$ cat src/pkg/stind_pkg.sv
// constants and types shared by the status indicator block
// assumes a 50 mhz ref_clk and synchronous inputs
// How it works
// - the registration-mode output is high while registered on lte and low otherwise.
// - while searching, the activity output blinks 200 ms high then 1800 ms low.
// - in idle, the activity output blinks 1800 ms high then 200 ms low.
// - during data transfer the activity output blinks 125 ms high and low; in a call it is high.
// - the open-drain status output is driven low once powered up normally, else released.
// - with no pending report the ring output stays high.
// - each new report makes the ring output go low for one 120 ms pulse.
// - reports from any reporting port trigger the ring pulse.
// - the download strap held high before the io supply rises selects download mode.
// - in download mode the usb firmware upgrade path is enabled.
package stind_pkg;
  localparam int unsigned CLK_HZ = 50000000;
  localparam int unsigned TICK_NS = 1000000;
  localparam int unsigned CLK_NS = 20;
  localparam int unsigned TICK_CYCLES = TICK_NS / CLK_NS;
  localparam int unsigned SEARCH_HIGH_MS = 200;
  localparam int unsigned SEARCH_LOW_MS = 1800;
  localparam int unsigned IDLE_HIGH_MS = 1800;
  localparam int unsigned IDLE_LOW_MS = 200;
  localparam int unsigned DATA_HIGH_MS = 125;
  localparam int unsigned DATA_LOW_MS = 125;
  localparam int unsigned RING_LOW_MS = 120;
  localparam int unsigned MS_W = 11;
  localparam int unsigned PORT_COUNT = 3;

  typedef enum logic [2:0] {
    STIND_NET_OFF,
    STIND_NET_SEARCH,
    STIND_NET_IDLE,
    STIND_NET_DATA,
    STIND_NET_VOICE
  } stind_net_type;
endpackage

$ cat src/hdl/stind_tick.sv
// millisecond tick generator
// assumes ref_clk runs at the package rate
`timescale 1ns/1ps
module stind_tick #(
  parameter int unsigned CYCLES = stind_pkg::TICK_CYCLES
) (
  input wire logic ref_clk,
  input wire logic reset_n,
  output logic ms_tick
);
  import stind_pkg::*;
  logic [16:0] cnt_ff;
  logic [16:0] nxt_cnt;

  always_comb begin
    if (cnt_ff == 17'(CYCLES - 1)) begin
      nxt_cnt = 17'h0;
    end else begin
      nxt_cnt = cnt_ff + 17'h1;
    end
  end

  always_ff @(posedge ref_clk) begin
    if (!reset_n) begin
      cnt_ff <= 17'h0;
    end else begin
      cnt_ff <= nxt_cnt;
    end
  end

  assign ms_tick = (cnt_ff == 17'(CYCLES - 1));
endmodule

$ cat src/hdl/stind_top.sv
// network indicator, status, ring and download strap logic
// assumes firmware supplies network state and report strobes synchronously
`timescale 1ns/1ps
module stind_top #(
  parameter int unsigned TICK_CYCLES_P = stind_pkg::TICK_CYCLES
) (
  input wire logic ref_clk,
  input wire logic reset_n,
  input wire stind_pkg::stind_net_type net_state,
  input wire logic lte_registered,
  input wire logic powered_up,
  input wire logic [stind_pkg::PORT_COUNT-1:0] report_strobe,
  input wire logic download_strap,
  input wire logic external_io_supply,
  output logic registration_mode_out,
  output logic network_activity_out,
  output logic ring_indicator_out,
  output logic status_od_out,
  output logic status_od_oe,
  output logic download_mode,
  output logic usb_upgrade_en
);
  import stind_pkg::*;

  // ms length of one blink phase; non-blinking states get a harmless length
  function automatic logic [MS_W-1:0] stind_phase_len(
    input stind_net_type net,
    input logic hi
  );
    logic [MS_W-1:0] len;
    case (net)
      STIND_NET_SEARCH: begin
        len = hi ? MS_W'(SEARCH_HIGH_MS) : MS_W'(SEARCH_LOW_MS);
      end
      STIND_NET_IDLE: begin
        len = hi ? MS_W'(IDLE_HIGH_MS) : MS_W'(IDLE_LOW_MS);
      end
      STIND_NET_DATA: begin
        len = hi ? MS_W'(DATA_HIGH_MS) : MS_W'(DATA_LOW_MS);
      end
      default: begin
        len = MS_W'(SEARCH_HIGH_MS);
      end
    endcase
    return len;
  endfunction

  // states whose activity output follows the blink phase
  function automatic logic stind_blinks(input stind_net_type net);
    logic res;
    case (net)
      STIND_NET_SEARCH, STIND_NET_IDLE, STIND_NET_DATA: begin
        res = 1'b1;
      end
      default: begin
        res = 1'b0;
      end
    endcase
    return res;
  endfunction

  logic ms_tick;
  stind_tick #(.CYCLES(TICK_CYCLES_P)) u_tick (
    .ref_clk(ref_clk),
    .reset_n(reset_n),
    .ms_tick(ms_tick)
  );

  // blink pattern
  stind_net_type state_ff;
  logic [MS_W-1:0] ms_ff;
  logic phase_hi_ff;
  logic act_ff;
  logic reg_ff;
  stind_net_type nxt_state;
  logic [MS_W-1:0] nxt_ms;
  logic nxt_phase_hi;
  logic nxt_act;
  logic nxt_reg;
  logic blinking;
  logic [MS_W-1:0] hi_len;
  logic [MS_W-1:0] lo_len;

  always_comb begin
    blinking = stind_blinks(net_state);
    hi_len = stind_phase_len(net_state, 1'b1);
    lo_len = stind_phase_len(net_state, 1'b0);
  end

  always_comb begin
    nxt_state = net_state;
    nxt_ms = ms_ff;
    nxt_phase_hi = phase_hi_ff;
    nxt_reg = lte_registered;
    if (net_state != state_ff) begin
      nxt_ms = '0;
      nxt_phase_hi = 1'b1;
    end else if (ms_tick && blinking) begin
      if (ms_ff == (phase_hi_ff ? hi_len : lo_len) - MS_W'(1)) begin
        nxt_ms = '0;
        nxt_phase_hi = !phase_hi_ff;
      end else begin
        nxt_ms = ms_ff + MS_W'(1);
      end
    end
    case (net_state)
      STIND_NET_VOICE: nxt_act = 1'b1;
      STIND_NET_SEARCH, STIND_NET_IDLE, STIND_NET_DATA: nxt_act = nxt_phase_hi;
      default: nxt_act = 1'b0;
    endcase
  end

  always_ff @(posedge ref_clk) begin
    if (!reset_n) begin
      state_ff <= STIND_NET_OFF;
      ms_ff <= '0;
      phase_hi_ff <= 1'b1;
      act_ff <= 1'b0;
      reg_ff <= 1'b0;
    end else begin
      state_ff <= nxt_state;
      ms_ff <= nxt_ms;
      phase_hi_ff <= nxt_phase_hi;
      act_ff <= nxt_act;
      reg_ff <= nxt_reg;
    end
  end

  assign registration_mode_out = reg_ff;
  assign network_activity_out = act_ff;

  // ring pulse; a report during a pulse restarts it
  logic ring_ff;
  logic [MS_W-1:0] ring_ms_ff;
  logic nxt_ring;
  logic [MS_W-1:0] nxt_ring_ms;
  logic any_report;

  always_comb begin
    any_report = |report_strobe;
    nxt_ring = ring_ff;
    nxt_ring_ms = ring_ms_ff;
    if (any_report) begin
      nxt_ring = 1'b1;
      nxt_ring_ms = '0;
    end else if (ring_ff && ms_tick) begin
      if (ring_ms_ff == MS_W'(RING_LOW_MS - 1)) begin
        nxt_ring = 1'b0;
        nxt_ring_ms = '0;
      end else begin
        nxt_ring_ms = ring_ms_ff + MS_W'(1);
      end
    end
  end

  always_ff @(posedge ref_clk) begin
    if (!reset_n) begin
      ring_ff <= 1'b0;
      ring_ms_ff <= '0;
    end else begin
      ring_ff <= nxt_ring;
      ring_ms_ff <= nxt_ring_ms;
    end
  end

  assign ring_indicator_out = !ring_ff;

  // status open drain and download strap
  logic stat_ff;
  logic supply_seen_ff;
  logic dl_ff;
  logic nxt_stat;
  logic nxt_supply_seen;
  logic nxt_dl;

  always_comb begin
    nxt_stat = powered_up;
    nxt_supply_seen = supply_seen_ff | external_io_supply;
    nxt_dl = dl_ff;
    if (external_io_supply && !supply_seen_ff) begin
      nxt_dl = download_strap;
    end
  end

  always_ff @(posedge ref_clk) begin
    if (!reset_n) begin
      stat_ff <= 1'b0;
      supply_seen_ff <= 1'b0;
      dl_ff <= 1'b0;
    end else begin
      stat_ff <= nxt_stat;
      supply_seen_ff <= nxt_supply_seen;
      dl_ff <= nxt_dl;
    end
  end

  assign status_od_out = 1'b0;
  assign status_od_oe = stat_ff;
  assign download_mode = dl_ff;
  assign usb_upgrade_en = dl_ff;

  // checks
  // ms ticks since the last report while the ring pulse is on
  logic [MS_W-1:0] low_run_ff;
  logic [MS_W-1:0] nxt_low_run;

  always_comb begin
    nxt_low_run = low_run_ff;
    if (!ring_ff || any_report) begin
      nxt_low_run = '0;
    end else if (ms_tick) begin
      nxt_low_run = low_run_ff + MS_W'(1);
    end
  end

  always_ff @(posedge ref_clk) begin
    if (!reset_n) begin
      low_run_ff <= '0;
    end else begin
      low_run_ff <= nxt_low_run;
    end
  end

  // ring, registration, blink phase, status and strap checks
  a_ring_width: assert property (@(posedge ref_clk) disable iff (!reset_n)
    $rose(ring_indicator_out) |-> low_run_ff == MS_W'(RING_LOW_MS))
    else $error("ring low pulse of wrong length");
  a_ring_retrig: assert property (@(posedge ref_clk) disable iff (!reset_n)
    any_report |=> (ring_ff && ring_ms_ff == '0 && low_run_ff == '0))
    else $error("report did not restart ring pulse");
  a_ring_hold: assert property (@(posedge ref_clk) disable iff (!reset_n)
    (ring_ff && !ms_tick) |=> ring_ff)
    else $error("ring pulse ended between ticks");
  a_ring_start: assert property (@(posedge ref_clk) disable iff (!reset_n)
    any_report |=> !ring_indicator_out)
    else $error("report did not start ring pulse");
  a_ring_idle: assert property (@(posedge ref_clk) disable iff (!reset_n)
    (!ring_ff && !any_report) |=> ring_indicator_out)
    else $error("ring low without report");
  a_reg_follow: assert property (@(posedge ref_clk) disable iff (!reset_n)
    1'b1 |=> registration_mode_out == $past(lte_registered))
    else $error("registration output wrong");
  a_voice_high: assert property (@(posedge ref_clk) disable iff (!reset_n)
    (net_state == STIND_NET_VOICE) |=> network_activity_out)
    else $error("voice call not high");
  a_phase_restart: assert property (@(posedge ref_clk) disable iff (!reset_n)
    (net_state != state_ff) |=> (ms_ff == '0 && phase_hi_ff))
    else $error("pattern not restarted");
  a_search_high: assert property (@(posedge ref_clk) disable iff (!reset_n)
    (state_ff == STIND_NET_SEARCH && phase_hi_ff) |-> ms_ff < MS_W'(SEARCH_HIGH_MS))
    else $error("search high phase too long");
  a_idle_low: assert property (@(posedge ref_clk) disable iff (!reset_n)
    (state_ff == STIND_NET_IDLE && !phase_hi_ff) |-> ms_ff < MS_W'(IDLE_LOW_MS))
    else $error("idle low phase too long");
  a_status_drive: assert property (@(posedge ref_clk) disable iff (!reset_n)
    powered_up |=> (status_od_oe && !status_od_out))
    else $error("status not driven low");
  a_dl_usb: assert property (@(posedge ref_clk) disable iff (!reset_n)
    download_mode |-> usb_upgrade_en)
    else $error("usb upgrade off in download mode");
  a_dl_capture: assert property (@(posedge ref_clk) disable iff (!reset_n)
    (external_io_supply && !supply_seen_ff) |=> download_mode == $past(download_strap))
    else $error("strap not captured");
  a_ring_count: assert property (@(posedge ref_clk) disable iff (!reset_n)
    low_run_ff <= MS_W'(RING_LOW_MS))
    else $error("ring counter overrun");

  // blink checks
  a_search_low: assert property (@(posedge ref_clk) disable iff (!reset_n)
    (state_ff == STIND_NET_SEARCH && !phase_hi_ff) |-> ms_ff < MS_W'(SEARCH_LOW_MS))
    else $error("search low phase too long");
  a_idle_high: assert property (@(posedge ref_clk) disable iff (!reset_n)
    (state_ff == STIND_NET_IDLE && phase_hi_ff) |-> ms_ff < MS_W'(IDLE_HIGH_MS))
    else $error("idle high phase too long");
  a_data_high: assert property (@(posedge ref_clk) disable iff (!reset_n)
    (state_ff == STIND_NET_DATA && phase_hi_ff) |-> ms_ff < MS_W'(DATA_HIGH_MS))
    else $error("data high phase too long");
  a_data_low: assert property (@(posedge ref_clk) disable iff (!reset_n)
    (state_ff == STIND_NET_DATA && !phase_hi_ff) |-> ms_ff < MS_W'(DATA_LOW_MS))
    else $error("data low phase too long");
  a_act_phase: assert property (@(posedge ref_clk) disable iff (!reset_n)
    stind_blinks(net_state) |=> network_activity_out == phase_hi_ff)
    else $error("activity does not follow blink phase");
  a_phase_len: assert property (@(posedge ref_clk) disable iff (!reset_n)
    (state_ff == $past(state_ff) && phase_hi_ff != $past(phase_hi_ff))
    |-> $past(ms_ff) == stind_phase_len(state_ff, $past(phase_hi_ff)) - MS_W'(1))
    else $error("blink phase ended early");
  a_off_low: assert property (@(posedge ref_clk) disable iff (!reset_n)
    (net_state == STIND_NET_OFF) |=> !network_activity_out)
    else $error("activity high while off");
  a_state_follow: assert property (@(posedge ref_clk) disable iff (!reset_n)
    1'b1 |=> state_ff == $past(net_state))
    else $error("network state not registered");
  a_tick_gap: assert property (@(posedge ref_clk) disable iff (!reset_n)
    ms_tick |=> !ms_tick)
    else $error("ms ticks back to back");

  // status and strap checks
  a_status_release: assert property (@(posedge ref_clk) disable iff (!reset_n)
    !powered_up |=> !status_od_oe)
    else $error("status driven while not powered up");
  a_dl_hold: assert property (@(posedge ref_clk) disable iff (!reset_n)
    supply_seen_ff |=> $stable(download_mode))
    else $error("download mode changed after capture");
endmodule

$ cat config.mk
export PLATFORM = sky130hd
export DESIGN_NAME = stind_top
export DESIGN_NICKNAME = d
export VERILOG_FILES = /design/src/pkg/stind_pkg.sv /design/src/hdl/stind_tick.sv /design/src/hdl/stind_top.sv
export SDC_FILE = /design/constraint.sdc
export NUM_CORES = 1
export LEC_CHECK = 0
export ABC_CLOCK_PERIOD_IN_PS = 2750
export BUFFER_PORTS_ARGS = -buffer_cell sky130_fd_sc_hd__buf_2
export CAP_MARGIN = 20
export CORE_ASPECT_RATIO = 0.7
export CORE_MARGIN = 2
export CORE_UTILIZATION = 59
export DETAILED_ROUTE_END_ITERATION = 8
export GPL_ROUTABILITY_DRIVEN = 0
export PLACE_DENSITY_LB_ADDON = 0.2
export SLEW_MARGIN = 5
export SYNTH_ARGS = -nofsm -noshare
export SYNTH_HDL_FRONTEND = slang
export SYNTH_SLANG_ARGS = --single-unit
$ cat constraint.sdc
create_clock -name ref_clk -period 2.75 [get_ports ref_clk]
set_clock_uncertainty 0.1 [all_clocks]
set_input_delay 0.4125 -clock ref_clk [delete_from_list [all_inputs] [get_ports ref_clk]]
set_output_delay 0.4125 -clock ref_clk [all_outputs]
set_load 0.1 [all_outputs]
Word level (Yosys, flattened, before mapping) --
Cells that the tools add are included.
Word-level totals: bits in latches 0, memory bits (writable) 0, bits in read-only memories 0, bits in registers 49, word-level logic and storage cells 52, memories kept 0, input port bits 12, output and inout port bits 7
Cells by class: $lt $le $gt $ge 0, bitwise gates (word level) 2, reductions and logical operators 14, multiply operators 0, div/mod/pow operators 0, shift operators 0, mux-type cells 13, equal/unequal tests 8, add/sub/neg operators 4
Operator list (number):
- one-hot mux 11 bit (2 select lines) | 2
- two-way mux 11 bit | 3
- adder 11 x 1 -> 11 bit (second input constant) | 2
- adder 17 x 1 -> 17 bit (second input constant) | 1
- equality test 17 x 16 -> 1 bit (second input constant) | 1
- equality test 11 bit | 1
- equality test 11 x 7 -> 1 bit (second input constant) | 1
- subtractor 11 x 1 -> 11 bit (second input constant) | 1
- two-way mux 1 bit | 7
- equality test 3 x 2 -> 1 bit (second input constant) | 2
- OR reduction 3 bit | 2
- nonzero test 2 bit | 2
- OR reduction 2 bit | 2
- OR reduction 4 bit | 1
- equality test 3 x 1 -> 1 bit (second input constant) | 1
- equality test 3 bit (second input constant) | 1
- logical AND 1 bit | 3
- zero test 1 bit | 3
- inequality test 3 bit | 1
- one-hot mux 1 bit (2 select lines) | 1
- AND reduction 2 bit | 1
- NOT 1 bit | 1
- bitwise OR 1 bit | 1

Longest topological paths before layout --
word-level depth 9, depth in mapped cells 8, gate-level depth less buffers 6

Cells and area by module --
From an unflattened synthesis, not the netlist that was laid out.
Second synthesis, totals: cell total of the unflattened synthesis 264, area total of the unflattened synthesis 2284.7 sq um
By module, submodules not included:
- stind_top | area an instance 1530.2 sq um, sequential area each 640.6 sq um, cells each 178, instances 1
- stind_tick | area an instance 754.5 sq um, sequential area each 340.3 sq um, cells each 86, instances 1

Worst setup path before layout --
OpenSTA, ideal clock, no wires.
path kind input port to flip-flop, start point input net_state[1], end point register ms_ff[10], library setup time 128 ps, setup slack 418 ps, arrival 2104 ps, cell stages on the path 7, required time 2522 ps, path buffers 2, cell sequence clkbuf_1 mux2i_1 or4_1 a211o_1 o21ai_0 clkbuf_1 nor2_1
On the way: longest elaborated chain between the ends 6, elaborated cells between the ends (all ways) 14, classes of those cells add/sub: 1; eq/ne: 5; mux: 5; reduce/logical: 3
Ends and longest elaborated chain:
- start, declared | RTL line stind_top.sv:9 | input wire stind_pkg::stind_net_type net_state,
- equality test 3 x 2 -> 1 bit / equality test 3 x 1 -> 1 bit (equally long branches) | RTL line stind_top.sv:31, stind_top.sv:51
- one-hot mux 11 bit (2 select lines) | RTL line stind_top.sv:31 | case (net)
- two-way mux 11 bit | RTL line stind_top.sv:99 | if (ms_ff == (phase_hi_ff ? hi_len : lo_len) - MS_W'(1)) begin
- subtractor 11 x 1 -> 11 bit | RTL line stind_top.sv:99
- equality test 11 bit | RTL line stind_top.sv:99
- two-way mux 11 bit | RTL line stind_top.sv:99
- end signal, assigned | RTL line stind_top.sv:122 | ms_ff <= nxt_ms;
- end, declared | RTL line stind_top.sv:71 | logic [MS_W-1:0] ms_ff;
Several ways; a longest one is shown, not always the timed one. A chain may end at the register's enable or synchronous reset.

Worst setup path in the final report --
start point register u_tick.cnt_ff[12], end point register ring_ms_ff[10]
On the way: longest elaborated chain between the ends 2
Ends and longest elaborated chain:
- start, declared | RTL line stind_tick.sv:12 | logic [16:0] cnt_ff;
- start signal, assigned | RTL line stind_tick.sv:27 | cnt_ff <= nxt_cnt;
- equality test 17 x 16 -> 1 bit | RTL line stind_tick.sv:31 | assign ms_tick = (cnt_ff == 17'(CYCLES - 1));
- logical AND 1 bit | RTL line stind_top.sv:146 | end else if (ring_ff && ms_tick) begin
- end signal, assigned | RTL line stind_top.sv:162 | ring_ms_ff <= nxt_ring_ms;
- end, declared | RTL line stind_top.sv:134 | logic [MS_W-1:0] ring_ms_ff;
No other way between the ends.

==> key figures <==
Status
  • Status: complete, no violations

Power and ir drop
  • Clock network power share: 38.4%
  • Pleak: 0.905 nW
  • Switching Share: 23.3%
  • Combinational power share: 8.3%
  • Net switching power figure: 0.318 mW
  • P_int: 1.05 mW
  • PwrDens: 525 nW/µm²
  • Power after layout: 1.36 mW
  • Peak VDD IR: 403 µV
  • Reg power frac: 53.3%

Die
  • Die height: 57.0 µm
  • Initial Util: 61.1%
  • DIE AREA: 4540 µm²
  • Die width: 79.7 µm
  • I/O pin cnt: 19
  • Core area: 3870 µm²
  • Row Count: 19

GRT
  • Largest net degree at the start of global routing: 19
  • First-pass GRT wire length: 7.78 mm
  • Initial antenna violation count: 0
  • All-Layer GR Usage: 21.9%
  • Number of global-route vias before repair: 1730
  • Gr ovfl total: 0

Synth
  • Mapped Area: 2370 µm²
  • Cells after Synth: 274
  • Largest family of logic cells by synthesized area: simple AND/OR/NAND/NOR gates
  • Area leader, netlist: dfxtp_1
  • Syn Nets: 289
  • Ys Warns: 0
  • Post-synth cell types: 49
  • Yosys reg bits: 49
  • Seq/Total Area, Yosys: 41.5%
  • Synth Area in Adders: 1.59%
  • Most used DFF post-synth: dfxtp_1
  • Post-synthesis mux area share: 1.69%
  • EDFF count, synth: 0
  • Synth Area in XOR/XNOR: 12.6%
  • Yosys top cell area share: 41.5%
  • Most area-consuming cells after synthesis: dfxtp_1 41%, xnor2_1 7.8%, nor2_1 6.5%
  • Simple-gate share of the synthesized area: 31.5%
  • Mean instance size in the synthesized netlist: 8.64 µm²
  • Async set or reset register ratio after synthesis: 0%
  • Post-synthesis compound-gate area fraction: 7.30%

Final layout
  • Nets: 305
  • Area growth syn-to-layout: 9.94%
  • Final instance area: 2600 µm²
  • Final core occ: 67.1%
  • Share of cells above drive strength 1: 11.3%
  • Most frequent cells in the layout: 49 x dfxtp_1, 41 x nor2_1, 21 x xnor2_1, 17 x buf_2
  • Number of fill cells in the layout: 335
  • Most common cell after layout, fill and taps aside: dfxtp_1
  • ANT cells: 0

Clock tree
  • CTS Sinks: 49
  • Post-CTS setup buffers: 0
  • Cts bufs inserted: 5
  • Clock insertion delay at the later pin of the skew report: 0.30 ns
  • Clk root buf: clkbuf_8
  • Max clock buf depth: 2
  • Worst-path clk slew: 0.09 ns
  • Htree depth: 2
  • CTS tree: built
  • Cts hold-fix bufs: 0
  • CTS resizes: 0

Worst setup path
  • Crit path max fanout: 10
  • Worst-path cell chain: nor4b_2 > or4b_1 > or3_1 > o211ai_2 > nor2_1
  • FF-to-FF setup slack: 0.33 ns
  • Worst setup SP type: flip-flop
  • Crit path largest cell delay: 0.50 ns
  • Critical Path AT: 2.50 ns
  • Buf/Inv on CP: 0
  • CP Data Required Time: 2.83 ns
  • Slowest cell on the critical path: or4b_1
  • Setup crit end kind: flip-flop
  • Critical path class: reg2reg
  • Family with the most delay on the worst path: simple AND/OR/NAND/NOR gates

Place
  • Port Buffers: 17
  • Hpwl dp: 3.34 mm
  • Placement Cell Area: 2480 µm²
  • Pre-CTS WS: 0.336 ns

Timing
  • Fin Setup TNS: 0 ns
  • Worst-margin pin slew: 0.581 ns
  • Final min period: 2.42 ns
  • Setup-failing EPs final: 0
  • Final Worst Setup Slack: 0.327 ns
  • Peak Freq: 413 MHz
  • Slew headroom: 61.0%
  • Fin. Hold Viols: 0
  • Pins Over Slew Limit: 0
  • Period Utilization, post-route: 88.1%
  • RSZ-0062 raised after global routing: no

Detailed routing
  • DRC viols: 0
  • Vias: 1951
  • Post-route antenna net violation count: 0
  • Initial drt markers: 117
  • TritonRoute pass-1 iters: 4
  • Total Wirelength: 4.67 mm
  • Avg WL per Cell: 13.6 µm
  • Avg Vias per Cell: 5.69

Job
  • MaxCap Viol Count: 0

Worst hold path
  • Tightest Hold Check Type: in2reg
[cells by family after synthesis]
| logic type | count (synthesis) |
|---|---|
| mux | 4 |
| simple gates | 139 |
| fa+ha+maj | 3 |
| compound gates | 25 |
| flops | 49 |
| xor+xnor | 34 |
| buf+inv | 19 |
| other cells | 1 |
[per-layer routing]
layer  wire (µm)  GRT usage [%]
met5           0              0
met1        2330           31.1
met2        1970           32.2
met3         315           7.12
met4          47           6.16
[power by group through the flow]
stage | logic (mW) | registers (mW) | clock network (mW)
CTS | 0.113 | 0.728 | 0.538
floorplan | 0.0615 | 0.773 | 0
detailed placement | 0.112 | 0.745 | 0
global placement | 0.111 | 0.744 | 0
finish | 0.113 | 0.728 | 0.524
global route | 0.121 | 0.729 | 0.573
[sequential cells by signal (all words and copies together) (netlist names)]
name,cells
supply_seen_ff,1
network_activity_out,1
ring_ff,1
ms_ff,11
status_od_oe,1
registration_mode_out,1
download_mode,1
u_tick.cnt_ff,17
ring_ms_ff,11
state_ff,3
phase_hi_ff,1
[area by class of cell]
type                    instances  area (µm²)  share of cell area [%]
clock buffers                   7        86.3                    3.32
clock inverters                 1        30.0                    1.15
inverters                       7        26.3                    1.01
multi-input cells             206        1300                    49.9
flip-flops and latches         49         981                    37.7
well taps                      52        65.1                    2.50
repair buffers                 21         115                    4.43
[path summary, 6_finish.rpt]
kind | start | to | cells after the start
max | u_tick.cnt_ff[12] | ring_ms_ff[10] | 5
min | powered_up | status_od_oe | 2
max reg2reg | u_tick.cnt_ff[12] | ring_ms_ff[10] | 5
min reg2reg | supply_seen_ff | supply_seen_ff | 1
[synthesized netlist by cell type, drive strengths merged (2+ instances only)]
master   n
inv      7
mux2i    4
xor2    13
nor4b    5
nor2b    3
buf      5
dfxtp   49
nand3   14
nor4    11
nor3    14
nor2    41
and2     6
xnor2   21
a21oi    4
a21boi   2
o21a     3
clkbuf   7
nand4    8
nand2   13
and3b    2
o211ai   2
or2      3
o21ai    6
or3      6
and3     6
ha       3
[through the flow]
step / hold WS (ns) / instances
6_report: 0.222 / 343
5_1_grt: 0.210 / 343
4_1_cts: 0.218 / 343
3_5_place_dp: 0.347 / 335
3_3_place_gp: 0.338 / 335
2_1_floorplan: 0.328 / 274
Power figures use the tool's default switching activity.
